File: src/inc/ppl_pkg.sv
// Purpose: Constants and carrier types for the parallel port pin logic
// Assumes: APB word registers, byte address = index * 4
// Notes:   Index bit 5 set selects the latch view of a data register
package ppl_pkg;
  localparam logic [5:0] IDX_PD0   = 6'h00;
  localparam logic [5:0] IDX_DIR0  = 6'h01;
  localparam logic [5:0] IDX_PD1   = 6'h02;
  localparam logic [5:0] IDX_DIR1  = 6'h03;
  localparam logic [5:0] IDX_PD2   = 6'h04;
  localparam logic [5:0] IDX_PD3   = 6'h0c;
  localparam logic [5:0] IDX_DIR3  = 6'h0d;
  localparam logic [5:0] IDX_PD4   = 6'h10;
  localparam logic [5:0] IDX_PD5   = 6'h11;
  localparam logic [5:0] IDX_PD6   = 6'h12;
  localparam logic [5:0] IDX_PD7   = 6'h13;
  localparam logic [5:0] IDX_BZR   = 6'h14;
  localparam logic [5:0] IDX_LVIEW = 6'h20;
  localparam logic [7:0] RST_DIR   = 8'h00;
  localparam logic [3:0] RST_PD2   = 4'h0;
  localparam logic [7:0] RST_HV    = 8'h00;
  localparam logic [2:0] RST_BZR   = 3'h0;
  localparam int         BZ_BASE   = 8;
  localparam int         BZ_CNT_W  = 16;
  localparam logic [1:0] P31_BIT   = 2'h1;

  typedef struct packed {
    logic [7:0] o;
    logic [7:0] oe;
  } ppl_drv_t;

  typedef struct packed {
    logic [7:0] oe;
    logic [7:0] o;
  } ppl_res_t;
endpackage

File: src/ppl_top.sv
// Purpose: Pin logic of ports 0..7 and the buzzer pin, APB register slave
// Assumes: 200 MHz clk_i, synchronous active-high srst_i, pins asynchronous
// Notes:   Reads at index+0x20 of ports 0, 1 and 3 return latches (read-modify-write view)
// How it works
// - Each bidirectional bit has its own direction bit, 1 output, 0 input.
// - Input bits are tri-stated; data reads return the sampled pin level.
// - Read-modify-write reads return the output latch regardless of direction.
// - Data writes always update the output latch, input bits included.
// - Reset clears direction bits only; bidirectional latches keep their value.
// - Stop float with stop mode tri-states every port and buzzer output.
// - Output-only port reads return its latch.
// - Output-only port resets to 0, tri-stated until the reset vector fetch.
// - Input-only port is read-only pin level, no reset, oscillator pins option.
// - Peripheral output enable overrides the direction bit on shared pins, except the port 3 open-drain bit 1.
// - Port reads return peripheral output while the peripheral drives.
// - Pin level always goes to the peripheral input.
// - High-voltage port reads return the latch, never the pin.
// - Reset clears high-voltage latches, all transistors off.
// - Buzzer outputs a waveform chosen by its register; zero tri-states it.
// - Direction registers are write-only and read as zero.
`timescale 1ns/1ps
module ppl_top (
  // Clock and reset
  input  wire logic                clk_i,
  input  wire logic                srst_i,
  // APB slave
  input  wire logic                psel_i,
  input  wire logic                penable_i,
  input  wire logic                pwrite_i,
  input  wire logic [7:0]          paddr_i,
  input  wire logic [31:0]         pwdata_i,
  output logic      [31:0]         prdata_o,
  output logic                     pready_o,
  output logic                     pslverr_o,
  // Standby and CPU
  input  wire logic                stop_float_bit_i,
  input  wire logic                stop_mode_i,
  input  wire logic                vector_fetch_i,
  input  wire logic                dual_clock_opt_i,
  // Bidirectional ports 0, 1, 3
  input  wire logic [7:0]          p0_in_i,
  input  wire logic [7:0]          p1_in_i,
  input  wire logic [7:0]          p3_in_i,
  output ppl_pkg::ppl_drv_t        p0_o,
  output ppl_pkg::ppl_drv_t        p1_o,
  output ppl_pkg::ppl_drv_t        p3_o,
  // Peripheral sharing on ports 0, 1, 3
  input  ppl_pkg::ppl_res_t        res0_i,
  input  ppl_pkg::ppl_res_t        res1_i,
  input  ppl_pkg::ppl_res_t        res3_i,
  output logic [7:0]               res0_in_o,
  output logic [7:0]               res1_in_o,
  output logic [7:0]               res3_in_o,
  // Output-only, high-voltage, input-only, buzzer
  output logic [3:0]               p2_o,
  output logic [3:0]               p2_oe_o,
  output ppl_pkg::ppl_drv_t        p4_o,
  output ppl_pkg::ppl_drv_t        p5_o,
  output ppl_pkg::ppl_drv_t        p6_o,
  input  wire logic [1:0]          p7_in_i,
  output logic [1:0]               sub_osc_o,
  output logic                     buzzer_pin_o,
  output logic                     buzzer_pin_oe_o
);
  logic [7:0]  dir0_ff, dir1_ff, dir3_ff, nxt_dir0, nxt_dir1, nxt_dir3;
  logic [7:0]  lat0_ff, lat1_ff, lat3_ff, nxt_lat0, nxt_lat1, nxt_lat3;
  logic [3:0]  lat2_ff, nxt_lat2;
  logic [7:0]  lat4_ff, lat5_ff, lat6_ff, nxt_lat4, nxt_lat5, nxt_lat6;
  logic [2:0]  bzr_ff, nxt_bzr;
  logic        fetched_ff, nxt_fetched;
  logic [ppl_pkg::BZ_CNT_W-1:0] bzc_ff, nxt_bzc;
  logic [31:0] prdata_ff, nxt_prdata;
  logic        err_ff, nxt_err;
  logic [25:0] s1_ff, s2_ff;
  logic [7:0]  pin0, pin1, pin3;
  logic [1:0]  pin7;
  logic        float_en, wr, setup, bz_wave;
  logic [5:0]  idx;

  function automatic logic known_idx(input logic [5:0] i);
    unique case (i)
      ppl_pkg::IDX_PD0, ppl_pkg::IDX_DIR0, ppl_pkg::IDX_PD1, ppl_pkg::IDX_DIR1,
      ppl_pkg::IDX_PD2, ppl_pkg::IDX_PD3, ppl_pkg::IDX_DIR3, ppl_pkg::IDX_PD4,
      ppl_pkg::IDX_PD5, ppl_pkg::IDX_PD6, ppl_pkg::IDX_PD7, ppl_pkg::IDX_BZR: known_idx = 1'b1;
      default: known_idx = 1'b0;
    endcase
  endfunction

  // Read value of a shared bidirectional port
  function automatic logic [7:0] port_rd(input logic [7:0] pin, input ppl_pkg::ppl_res_t r);
    port_rd = (r.oe & r.o) | (~r.oe & pin);
  endfunction

  // Two flops on every pin input; only the second stage is read
  always_ff @(posedge clk_i) begin
    s1_ff <= {p7_in_i, p3_in_i, p1_in_i, p0_in_i};
    s2_ff <= s1_ff;
  end
  assign pin0 = s2_ff[7:0];
  assign pin1 = s2_ff[15:8];
  assign pin3 = s2_ff[23:16];
  assign pin7 = s2_ff[25:24];

  assign float_en = stop_float_bit_i & stop_mode_i;

  assign idx   = paddr_i[7:2];
  assign setup = psel_i & ~penable_i;
  assign wr    = psel_i & penable_i & pwrite_i & known_idx(idx);

  always_comb begin
    nxt_dir0    = dir0_ff;
    nxt_dir1    = dir1_ff;
    nxt_dir3    = dir3_ff;
    nxt_lat0    = lat0_ff;
    nxt_lat1    = lat1_ff;
    nxt_lat3    = lat3_ff;
    nxt_lat2    = lat2_ff;
    nxt_lat4    = lat4_ff;
    nxt_lat5    = lat5_ff;
    nxt_lat6    = lat6_ff;
    nxt_bzr     = bzr_ff;
    nxt_fetched = fetched_ff | vector_fetch_i;
    nxt_bzc     = bzc_ff + 1'b1;
    nxt_prdata  = prdata_ff;
    nxt_err     = err_ff;
    if (wr) begin
      unique case (idx)
        ppl_pkg::IDX_PD0:  nxt_lat0 = pwdata_i[7:0];
        ppl_pkg::IDX_DIR0: nxt_dir0 = pwdata_i[7:0];
        ppl_pkg::IDX_PD1:  nxt_lat1 = pwdata_i[7:0];
        ppl_pkg::IDX_DIR1: nxt_dir1 = pwdata_i[7:0];
        ppl_pkg::IDX_PD2:  nxt_lat2 = pwdata_i[3:0];
        ppl_pkg::IDX_PD3:  nxt_lat3 = pwdata_i[7:0];
        ppl_pkg::IDX_DIR3: nxt_dir3 = pwdata_i[7:0];
        ppl_pkg::IDX_PD4:  nxt_lat4 = pwdata_i[7:0];
        ppl_pkg::IDX_PD5:  nxt_lat5 = pwdata_i[7:0];
        ppl_pkg::IDX_PD6:  nxt_lat6 = pwdata_i[7:0];
        ppl_pkg::IDX_BZR:  nxt_bzr  = pwdata_i[2:0];
        default: ;
      endcase
    end
    // Read data captured in the setup phase, stable through access
    if (setup) begin
      nxt_prdata = 32'h0;
      nxt_err    = 1'b0;
      if (idx[5] && !pwrite_i) begin
        unique case (idx & ~ppl_pkg::IDX_LVIEW)
          ppl_pkg::IDX_PD0: nxt_prdata[7:0] = lat0_ff;
          ppl_pkg::IDX_PD1: nxt_prdata[7:0] = lat1_ff;
          ppl_pkg::IDX_PD3: nxt_prdata[7:0] = lat3_ff;
          default:          nxt_err = 1'b1;
        endcase
      end else if (!known_idx(idx)) begin
        nxt_err = 1'b1;
      end else if (!pwrite_i) begin
        unique case (idx)
          // Pin levels, peripheral output when it drives
          ppl_pkg::IDX_PD0: nxt_prdata[7:0] = port_rd(pin0, res0_i);
          ppl_pkg::IDX_PD1: nxt_prdata[7:0] = port_rd(pin1, res1_i);
          ppl_pkg::IDX_PD3: nxt_prdata[7:0] = port_rd(pin3, res3_i);
          ppl_pkg::IDX_PD2: nxt_prdata[3:0] = lat2_ff;
          ppl_pkg::IDX_PD4: nxt_prdata[7:0] = lat4_ff;
          ppl_pkg::IDX_PD5: nxt_prdata[7:0] = lat5_ff;
          ppl_pkg::IDX_PD6: nxt_prdata[7:0] = lat6_ff;
          ppl_pkg::IDX_PD7: nxt_prdata[1:0] = pin7;
          ppl_pkg::IDX_BZR: nxt_prdata[2:0] = bzr_ff;
          default: nxt_prdata = 32'h0;
        endcase
      end else if (idx == ppl_pkg::IDX_PD7) begin
        nxt_err = 1'b1;
      end
    end
    if (srst_i) begin
      nxt_dir0    = ppl_pkg::RST_DIR;
      nxt_dir1    = ppl_pkg::RST_DIR;
      nxt_dir3    = ppl_pkg::RST_DIR;
      // Output-only latch cleared, drivers off until fetch
      nxt_lat2    = ppl_pkg::RST_PD2;
      nxt_fetched = 1'b0;
      nxt_lat4    = ppl_pkg::RST_HV;
      nxt_lat5    = ppl_pkg::RST_HV;
      nxt_lat6    = ppl_pkg::RST_HV;
      nxt_bzr     = ppl_pkg::RST_BZR;
      nxt_bzc     = '0;
      nxt_prdata  = 32'h0;
      nxt_err     = 1'b0;
    end
  end

  always_ff @(posedge clk_i) begin
    dir0_ff    <= nxt_dir0;
    dir1_ff    <= nxt_dir1;
    dir3_ff    <= nxt_dir3;
    lat0_ff    <= nxt_lat0;
    lat1_ff    <= nxt_lat1;
    lat3_ff    <= nxt_lat3;
    lat2_ff    <= nxt_lat2;
    lat4_ff    <= nxt_lat4;
    lat5_ff    <= nxt_lat5;
    lat6_ff    <= nxt_lat6;
    bzr_ff     <= nxt_bzr;
    fetched_ff <= nxt_fetched;
    bzc_ff     <= nxt_bzc;
    prdata_ff  <= nxt_prdata;
    err_ff     <= nxt_err;
  end

  assign prdata_o  = prdata_ff;
  assign pready_o  = 1'b1;
  assign pslverr_o = psel_i & penable_i & err_ff;

  // Per-bit direction, peripheral enable wins except on the open-drain bit, float
  always_comb begin
    p0_o.o  = (res0_i.oe & res0_i.o) | (~res0_i.oe & lat0_ff);
    p0_o.oe = float_en ? 8'h00 : (dir0_ff | res0_i.oe);
    p1_o.o  = (res1_i.oe & res1_i.o) | (~res1_i.oe & lat1_ff);
    p1_o.oe = float_en ? 8'h00 : (dir1_ff | res1_i.oe);
    p3_o.o  = (res3_i.oe & res3_i.o) | (~res3_i.oe & lat3_ff);
    p3_o.oe = float_en ? 8'h00 : (dir3_ff | res3_i.oe);
    // N-ch open-drain bit only pulls low
    p3_o.oe[ppl_pkg::P31_BIT] = ~float_en & dir3_ff[ppl_pkg::P31_BIT] & ~lat3_ff[ppl_pkg::P31_BIT];
    p3_o.o[ppl_pkg::P31_BIT]  = 1'b0;
  end

  // Pin level always reaches the peripheral
  assign res0_in_o = pin0;
  assign res1_in_o = pin1;
  assign res3_in_o = pin3;

  assign p2_o    = lat2_ff;
  assign p2_oe_o = (fetched_ff & ~float_en) ? 4'hf : 4'h0;

  // P-ch open drain pulls high where latch is 1
  assign p4_o.o  = 8'hff;
  assign p4_o.oe = float_en ? 8'h00 : lat4_ff;
  assign p5_o.o  = 8'hff;
  assign p5_o.oe = float_en ? 8'h00 : lat5_ff;
  assign p6_o.o  = 8'hff;
  assign p6_o.oe = float_en ? 8'h00 : lat6_ff;

  // Oscillator pass-through only with dual clock option
  assign sub_osc_o = dual_clock_opt_i ? pin7 : 2'h0;

  // Waveform tap chosen by register; zero floats the pin
  assign bz_wave         = bzc_ff[ppl_pkg::BZ_BASE + int'(bzr_ff)];
  assign buzzer_pin_o    = 1'b1;
  assign buzzer_pin_oe_o = (bzr_ff != 3'h0) & bz_wave & ~float_en;
endmodule // ppl_top

File: config.mk
export PLATFORM = sky130hd
export DESIGN_NAME = ppl_top
export DESIGN_NICKNAME = d
export VERILOG_FILES = /design/src/inc/ppl_pkg.sv /design/src/ppl_top.sv
export SDC_FILE = /design/constraint.sdc
export NUM_CORES = 1
export LEC_CHECK = 0
export ABC_AREA = 1
export BUFFER_PORTS_ARGS = -buffer_cell sky130_fd_sc_hd__buf_4
export CORE_UTILIZATION = 45
export CTS_CLUSTER_SIZE = 12
export DETAILED_ROUTE_END_ITERATION = 8
export GPL_TIMING_DRIVEN = 1
export PLACE_DENSITY_LB_ADDON = 0.1
export SLEW_MARGIN = 25
export SYNTH_ARGS = -nofsm -noshare
export SYNTH_HDL_FRONTEND = slang
export SYNTH_SLANG_ARGS = --single-unit
export TNS_END_PERCENT = 1
File: constraint.sdc
create_clock -name clk_i -period 2.1 [get_ports clk_i]
set_input_delay 0.21 -clock clk_i [delete_from_list [all_inputs] [get_ports clk_i]]
set_output_delay 0.21 -clock clk_i [all_outputs]
set_load 0.1 [all_outputs]
# After elaboration in Yosys (flattened, before gate mapping)
# Memories as Yosys holds them, arrays and structs flattened.
# Index checks and enable logic that the tools add are counted.
# op_classes
add_sub_neg,2
order_cmp,1
n_eq_ne,13
n_mux,29
bitwise,36
n_reduce_logical,17
# op_table
op,count
AND 8 bit,9
2-to-1 mux 8 bit,9
OR 8 bit,9
"== test 6 x 5 -> 1 bit, second input constant",5
2-to-1 mux 24 bit,1
NOT 8 bit,3
case mux 4 bit (6 select lines),1
case mux 8 bit (3 select lines),1
AND reduction 2 bit,11
case mux 2 bit (9 select lines),1
"adder 16 x 1 -> 16 bit, second input constant",1
"== test 6 x 2 -> 1 bit, second input constant",2
"== test 6 x 4 -> 1 bit, second input constant",2
logical NOT 6 bit,2
AND 1 bit,11
2-to-1 mux 1 bit,11
case mux 1 bit (8 select lines),1
case mux 1 bit (7 select lines),1
"== test 6 x 1 -> 1 bit, second input constant",1
"== test 6 x 3 -> 1 bit, second input constant",1
"adder 4 x 3 -> 5 bit, first input constant",1
"== test 5 x 2 -> 1 bit, second input constant",1
"== test 5 x 4 -> 1 bit, second input constant",1
"< comparator 5 bit, second input constant",1
9 further kinds,11
# word_totals
register_bits,181
rom_bits,64
input_bits,123
out_inout_bits,166
word_cells,117
mem_count,2
# memory_table
name,depth,word_bits,rd,rd_ports_with_merged_regs,wr,line_no,source
(name not given),32,1,1,0,0,ppl_top.sv:81,unique case (i)
(name not given),32,1,1,0,0,ppl_top.sv:81,

# Logic depth before layout (Yosys ltp)
# Gate-level depths: netlist of run 1.
# depth
ltp_word,7
depth_mapped,11

# Least setup slack after synthesis of run 1
# Ideal clock, no wire load.
# synth_path
path_kind,in2out
startpoint,in stop_float_bit_i
endpoint,out p3_o[1] (netlist bit)
t_arrival_ns,2.564
required_time_ns,1.890
setup_slack_ns,-0.674
stages,4
path_buffers,1
path_cell_list,nand2_1 > inv_1 > clkbuf_1 > nor3_1
# synth_lines
element,line_no,source
from (decl),ppl_top.sv:36,"input wire logic stop_float_bit_i,"
to (decl),ppl_top.sv:46,"output ppl_pkg::ppl_drv_t p3_o,"

# Worst setup path after layout of run 1
# layout_path
startpoint,reg bzr_ff[1]
endpoint,out buzzer_pin_oe_o
# layout_between
elab_chain_len,6
elab_cells_between_ends,7
classes_between,add/sub (1); mux (3); bitwise (2); reduce/logical (1)
# layout_rtl
element,line_no,source
from (decl),ppl_top.sv:69,"logic [2:0] bzr_ff, nxt_bzr;"
from (signal assigned),ppl_top.sv:201,bzr_ff <= nxt_bzr;
adder 4 x 3 -> 5 bit,ppl_top.sv:245,assign bz_wave = bzc_ff[ppl_pkg::BZ_BASE + int'(bzr_ff)];
binary-select mux 1 bit (select 4 bit),ppl_top.sv:245,
2-to-1 mux 1 bit (implied by the code) (2 in series),ppl_top.sv:245,
AND 1 bit * (2 in series),ppl_top.sv:247,assign buzzer_pin_oe_o = (bzr_ff != 3'h0) & bz_wave & ~float_en;
to (decl),ppl_top.sv:63,output logic buzzer_pin_oe_o
# Every way passes the cells marked *; elsewhere a longest branch is shown, timed or not. The select of a mux whose other input is x is not followed.

==> impl_metrics.py, run 1 <==
metrics = {
    "outcome": {
        "status": "finished clean",
    },
    "clock_network": {
        "ctsHtreeMaxLevel": 4,
        "cts_buffers": 17,
        "clk_latency_ps": 420,
        "clockBufferDepth": 2,
        "clkSinkCount": 157,
        "cts_tree": "yes",
        "path_clk_slew_ps": 60,
        "root_buffer": "clkbuf_16",
        "post_cts_resized": 0,
    },
    "synth": {
        "yosysSeqAreaShare": 0.463,
        "synth_cells": 1004,
        "synth-seq-cells": 157,
        "syn_area_sq_um": 7310,
        "async_reset_ff_frac": 0,
        "ys.flop_type": "dfxtp_1",
        "synth_edf_count": 24,
        "yosys_warnings": 0,
        "synth_top_cell_by_area": "dfxtp_1",
        "syn_avg_cell_area_sq_um": 7.28,
        "synth_common_cells": "nand2_1, nor2_1, dfxtp_1",
        "synth_area_leaders": "dfxtp_1, nand2_1, edfxtp_1",
        "synth_cell_type_count": 33,
        "yosys.cell_count.top_type": "nand2_1",
        "synth_top_area_frac": 0.364,
    },
    "power_and_ir_drop": {
        "total_power_mw": 8.00,
        "ir_drop_uv": 570,
        "power.leakage_nw": 4.46,
        "p_per_area_nw_per_um2": 830,
    },
    "sta": {
        "drv_slew": 0,
        "setup_violations": 0,
        "period_needed_ps": 1910,
        "fin_skew_ps": 5.27,
        "fin_crit_sh": 0.908,
        "max_freq_ghz": 0.524,
        "hold_viol": 0,
        "slew_headroom": 0.599,
        "worstMarginPinSlew_ps": 599,
        "rsz0062_at_grt": "no",
    },
    "routing": {
        "drc": 0,
        "avgRoutedWirePerCell_um": 14.9,
        "first_pass_iters": 5,
        "ant_nets": 0,
        "vias_per_cell": 4.70,
        "vias": 6842,
        "drt_iter0_drc": 432,
        "drt-total-wl_um": 21700,
    },
    "die": {
        "start_util": 0.460,
        "coreArea_sq_um": 15900,
        "die_w_um": 129,
        "top_level_ports": 289,
        "rows": 46,
        "die_h_um": 129,
        "die_area_sq_um": 16800,
    },
    "layout": {
        "antennaDiodeCount": 0,
        "drive_gt1_frac": 0.234,
        "final_cells": 1455,
        "final_nets": 1350,
        "nFillCells": 1526,
        "fin_area_sq_um": 9640,
        "area_growth_pct": 31.9,
    },
    "global_route": {
        "antenna_found_initial": 0,
        "grt_use_met2": 0.443,
        "met1_usage": 0.345,
        "grt_max_degree": 41,
        "top_usage_layer": "met2",
        "use_met3": 0.0512,
        "grt_pass1_vias": 6131,
        "track_usage": 0.266,
        "gr-total-overflow": 0,
        "grt_pass1_wl_um": 33000,
    },
    "worst_setup_path": {
        "cp_slowest_cell": "dfxtp_1",
        "setup.worst_path.start_class": "flip-flop",
        "critical_path_class": "reg -> out",
        "reg2reg_to": "bzc_ff[9]",
        "crit_start": "bzr_ff[1]",
        "critPathMaxStageDelay_ps": 410,
        "path_buf_inv": 2,
        "cp.required_ps": 1890,
        "rr_worst_depth": 9,
        "crit_family": "flip-flops",
        "reg2reg_slack_ps": 360,
        "worst-path-max-fanout": 5,
        "critPathCaptureType": "output port",
        "arrival_ps": 1700,
        "reg2reg_from": "bzc_ff[0]",
        "crit_chain": "inv_1, a21oi_1, o21ai_0, nand3_1, nand2_1, a31oi_1, buf_4",
    },
    "place": {
        "dpl.hpwl_um": 16300,
        "gp_congestion": 0.928,
        "dpl_cell_area_sq_um": 8770,
        "port_buffers": 211,
        "placed_cells": 1396,
    },
    "job": {
        "cap_violations": 0,
    },
    "hold_path": {
        "worstHoldStart": "pwdata_i[4]",
        "worstHoldEndpoint": "lat3_ff[4]",
        "holdPathStages": 1,
        "worstHoldPathType": "in -> reg",
    },
}
worst max-delay path by stage:
stage                                  to  cells after the start  slack (ps)
final                     buzzer_pin_oe_o                      7         190
after detailed placement       lat3_ff[6]                     10         330
after global routing      buzzer_pin_oe_o                      7          40
after CTS                 buzzer_pin_oe_o                      7         170
after floorplan                  p0_o[10]                      2        -570
after global placement         lat3_ff[4]                     10         330
cell type report:
type	instances	area, sq um	area share
inverters	109	414	0.0430
repair buffers	250	1940	0.202
well taps	216	270	0.0280
flip-flops and latches	157	3380	0.351
multi-input cells	691	3030	0.314
clock buffers	23	520	0.0540
clock inverters	9	80.1	0.00831
worst register-to-register path, stage by stage, from the launching register on:
cell and delay, ps:
dfxtp_1 360, nand3_1 130, inv_1 120, nand3_1 130, nor3_1 460, nand2_1 120, nor2_1 150, nand2_1 70
nand2_1 50, nor2_1 40
layer usage:
layer / up-vias / routed length [um]
li1: 3482 / -
met1: 3064 / 9580
met2: 266 / 10400
met3: 30 / 1390
met4: 0 / 390
met5: - / 0
metrics by stage:
stage / setup TNS [ps] / util / hold WS [ps] / setup WS [ps]
4_1_cts: 0 / 0.607 / 76.5 / 166
5_1_grt: 0 / 0.607 / 82.1 / 35.7
3_3_place_gp: 0 / 0.552 / 310 / 326
3_5_place_dp: 0 / 0.552 / 312 / 325
2_1_floorplan: -9060 / - / 238 / -569
6_report: 0 / 0.607 / 95.2 / 192
timing repair:
item / in CTS / in global routing
hold buffers: 27 / 0
setup endpoints to repair: 0 / 0
setup buffers: 0 / 0
endpoints found under the hold margin: 27 / 0
state kept, by name, summed over array words and instances, names as in the netlist:
signal      flops
p2_o            4
lat3_ff         8
s1_ff          26
lat0_ff         8
lat5_ff         8
bzc_ff         16
dir0_ff         8
dir3_ff         8
bzr_ff          3
err_ff          1
dir1_ff         8
lat6_ff         8
fetched_ff      1
s2_ff          26
lat4_ff         8
lat1_ff         8
prdata_o        8
logic make-up (layout without fill, tap and decap cells):
group | count (synthesis) | count (layout) | synth area share
AND/OR/NAND/NOR | 500 | 500 | 0.289
buffers and inverters | 205 | 391 | 0.149
flip-flops | 157 | 157 | 0.463
AO/OA/AOI/OAI | 139 | 139 | 0.0962
other | 2 | 51 | 0.00103
adder cells (fa/ha/maj) | 1 | 1 | 0.00171
report_power, final:
group / internal (mW) / total [mW] / switching [mW]
Clock: 1.86 / 3.07 / 1.21
Combinational: 0.345 / 1.78 / 1.44
Sequential: 3.12 / 3.15 / 0.0291
placed cells by master (no fill, tap or decap):
cell             n
clkinvlp_4       1
a21boi_0         1
inv_6            1
clkinv_1         2
clkbuf_1         1
clkbuf_8         3
nand2_2          4
nor2_2           5
o21ai_1          4
clkinv_2         5
nor4_1           1
nor3_1           5
inv_2           12
nor3_2           2
nand3_1         31
o211ai_1         1
o21ai_0         61
nor2_4           5
nand3_2          3
a21oi_1         70
bufinv_16        1
nand2_1        249
ha_1             1
conb_1          51
buf_4          223
a31oi_1          2
edfxtp_1        24
dlygate4sd3_1   27
nand3b_1         2
clkinv_4         2
nor2_1         174
dfxtp_1        133
nand3_4          3
inv_1           94
clkbuf_16       19
nand4_1         15
nand4_4          1
Power figures use the tool's default switching activity.
==> inputs of run 2 (changes only) <==
==> constraint.sdc (replaced) <==
create_clock -name clk_i -period 2 [get_ports clk_i]
set_input_delay 0.2 -clock clk_i [delete_from_list [all_inputs] [get_ports clk_i]]
set_output_delay 0.2 -clock clk_i [all_outputs]
set_load 0.1 [all_outputs]
==> run 2 against run 1 <==
  * Routed wire length grew 0.68%
  * Highest routed layer unchanged
  * Sequential power is 5% higher
  * Final area increased by 0.60%
==> impl_metrics.py, run 2 (same netlist as run 1, synthesis figures left out) <==
metrics = {
    "clock_network": {
        "ctsHtreeMaxLevel": 4,
        "root_buffer": "clkbuf_16",
        "clockBufferDepth": 2,
        "clkSinkCount": 157,
        "path_clk_slew_ps": 70,
        "cts_tree": "yes",
        "post_cts_resized": 0,
        "clk_latency_ps": 430,
        "cts_buffers": 17,
    },
    "global_route": {
        "track_usage": 0.267,
        "grt_max_degree": 41,
        "grt_pass1_vias": 6330,
        "grt_pass1_wl_um": 33200,
        "antenna_found_initial": 0,
        "gr-total-overflow": 0,
    },
    "worst_setup_path": {
        "cp.required_ps": 1800,
        "critPathMaxStageDelay_ps": 400,
        "cp_slowest_cell": "dfxtp_1",
        "reg2reg_from": "bzc_ff[0]",
        "critPathCaptureType": "output port",
        "path_buf_inv": 2,
        "crit_family": "flip-flops",
        "arrival_ps": 1680,
        "setup.worst_path.start_class": "flip-flop",
        "crit_chain": "inv_1, a21oi_1, o21ai_0, nand3_1, nand2_1, a31oi_1, buf_4",
        "crit_start": "bzr_ff[1]",
        "critical_path_class": "reg -> out",
        "worst-path-max-fanout": 5,
    },
    "routing": {
        "vias_per_cell": 4.75,
        "drt-total-wl_um": 21900,
        "drc": 0,
        "vias": 6939,
        "drt_iter0_drc": 500,
        "avgRoutedWirePerCell_um": 15.0,
        "first_pass_iters": 5,
        "ant_nets": 0,
    },
    "power_and_ir_drop": {
        "p_per_area_nw_per_um2": 878,
        "ir_drop_uv": 616,
        "power.leakage_nw": 4.48,
    },
    "layout": {
        "top_regs": "s1_ff x26, s2_ff x26, bzc_ff x16",
        "final_cell_mix": "nand2_1, buf_4, nor2_1",
        "antennaDiodeCount": 0,
        "fin_util": 0.610,
        "mostFrequentLayoutCell": "nand2_1",
        "drive_gt1_frac": 0.236,
        "area_growth_pct": 32.7,
        "final_nets": 1355,
    },
    "sta": {
        "hold_viol": 0,
        "fin_skew_ps": 7.89,
        "setup_violations": 0,
        "setup_tns_ps": 0,
        "slew_headroom": 0.613,
        "drv_slew": 0,
        "rsz0062_at_grt": "no",
        "max_freq_ghz": 0.531,
        "worstMarginPinSlew_ps": 579,
        "period_needed_ps": 1880,
        "fin_crit_sh": 0.942,
    },
    "hold_path": {
        "worstHoldStart": "pwdata_i[4]",
        "worstHoldPathType": "in -> reg",
    },
    "outcome": {
        "status": "finished clean",
    },
    "die": {
        "top_level_ports": 289,
        "start_util": 0.460,
        "die_w_um": 129,
        "die_h_um": 129,
        "rows": 46,
        "coreArea_sq_um": 15900,
        "die_area_sq_um": 16800,
    },
    "place": {
        "port_buffers": 211,
        "dpl.hpwl_um": 16600,
        "gp_congestion": 0.966,
    },
    "job": {
        "cap_violations": 0,
    },
}
[run 2: cell count changes in the layout (fill, tap and decap cells not counted), sizes merged]
cell and change:
clkinvlp +1, bufinv +1, clkinv -5, buf +5
clkbuf -2, inv +5
[run 2: what timing repair did]
item | 4_1_cts | 5_1_grt
endpoints found under the hold margin | 27 | 0
hold buffers | 27 | 0
buffers inserted | 0 | 0
[run 2: final timing paths]
kind | to | slack, ps | cells after the start
max reg2reg | bzc_ff[12] | 340 | 9
max | buzzer_pin_oe_o | 120 | 7
min | lat1_ff[4] | 90 | 1
min reg2reg | s2_ff[5] | 330 | 0
[run 2: stage by stage]
step	power [mW]	worst slack, ps	cells	cell area [sq um]	hold slack, ps
floorplan	4.88	-659	1053	7500	228
global placement	5.21	269	1401	8820	304
detailed placement	5.22	237	1401	8820	306
CTS	8.57	91.8	1460	9700	61.8
global route	8.79	5.43	1460	9700	64.2
finish	8.51	117	1460	9700	85.1
[run 2: report_power, final]
part	leakage (nW)	total [mW]	switching [mW]	internal [mW]
Clock	0.296	3.32	1.33	2.00
Sequential	1.31	3.31	0.0312	3.28
Combinational	2.88	1.89	1.52	0.370
Total	4.48	8.51	2.87	5.64
[run 2: per-layer routing]
metal,part of all wire,vias up,global-route usage
met5,0,-,0
met4,0.018,0,0.0910
met3,0.073,30,0.0644
met2,0.47,287,0.443
met1,0.44,3117,0.341
li1,-,3505,-
[run 2: cell type report]
class,count,area (sq um)
inverters,109,414
fillers,1561,6190
clock inverters,11,125
clock buffers,21,483
multi-input cells,691,3030
well taps,216,270
flip-flops and latches,157,3380
repair buffers,255,1990
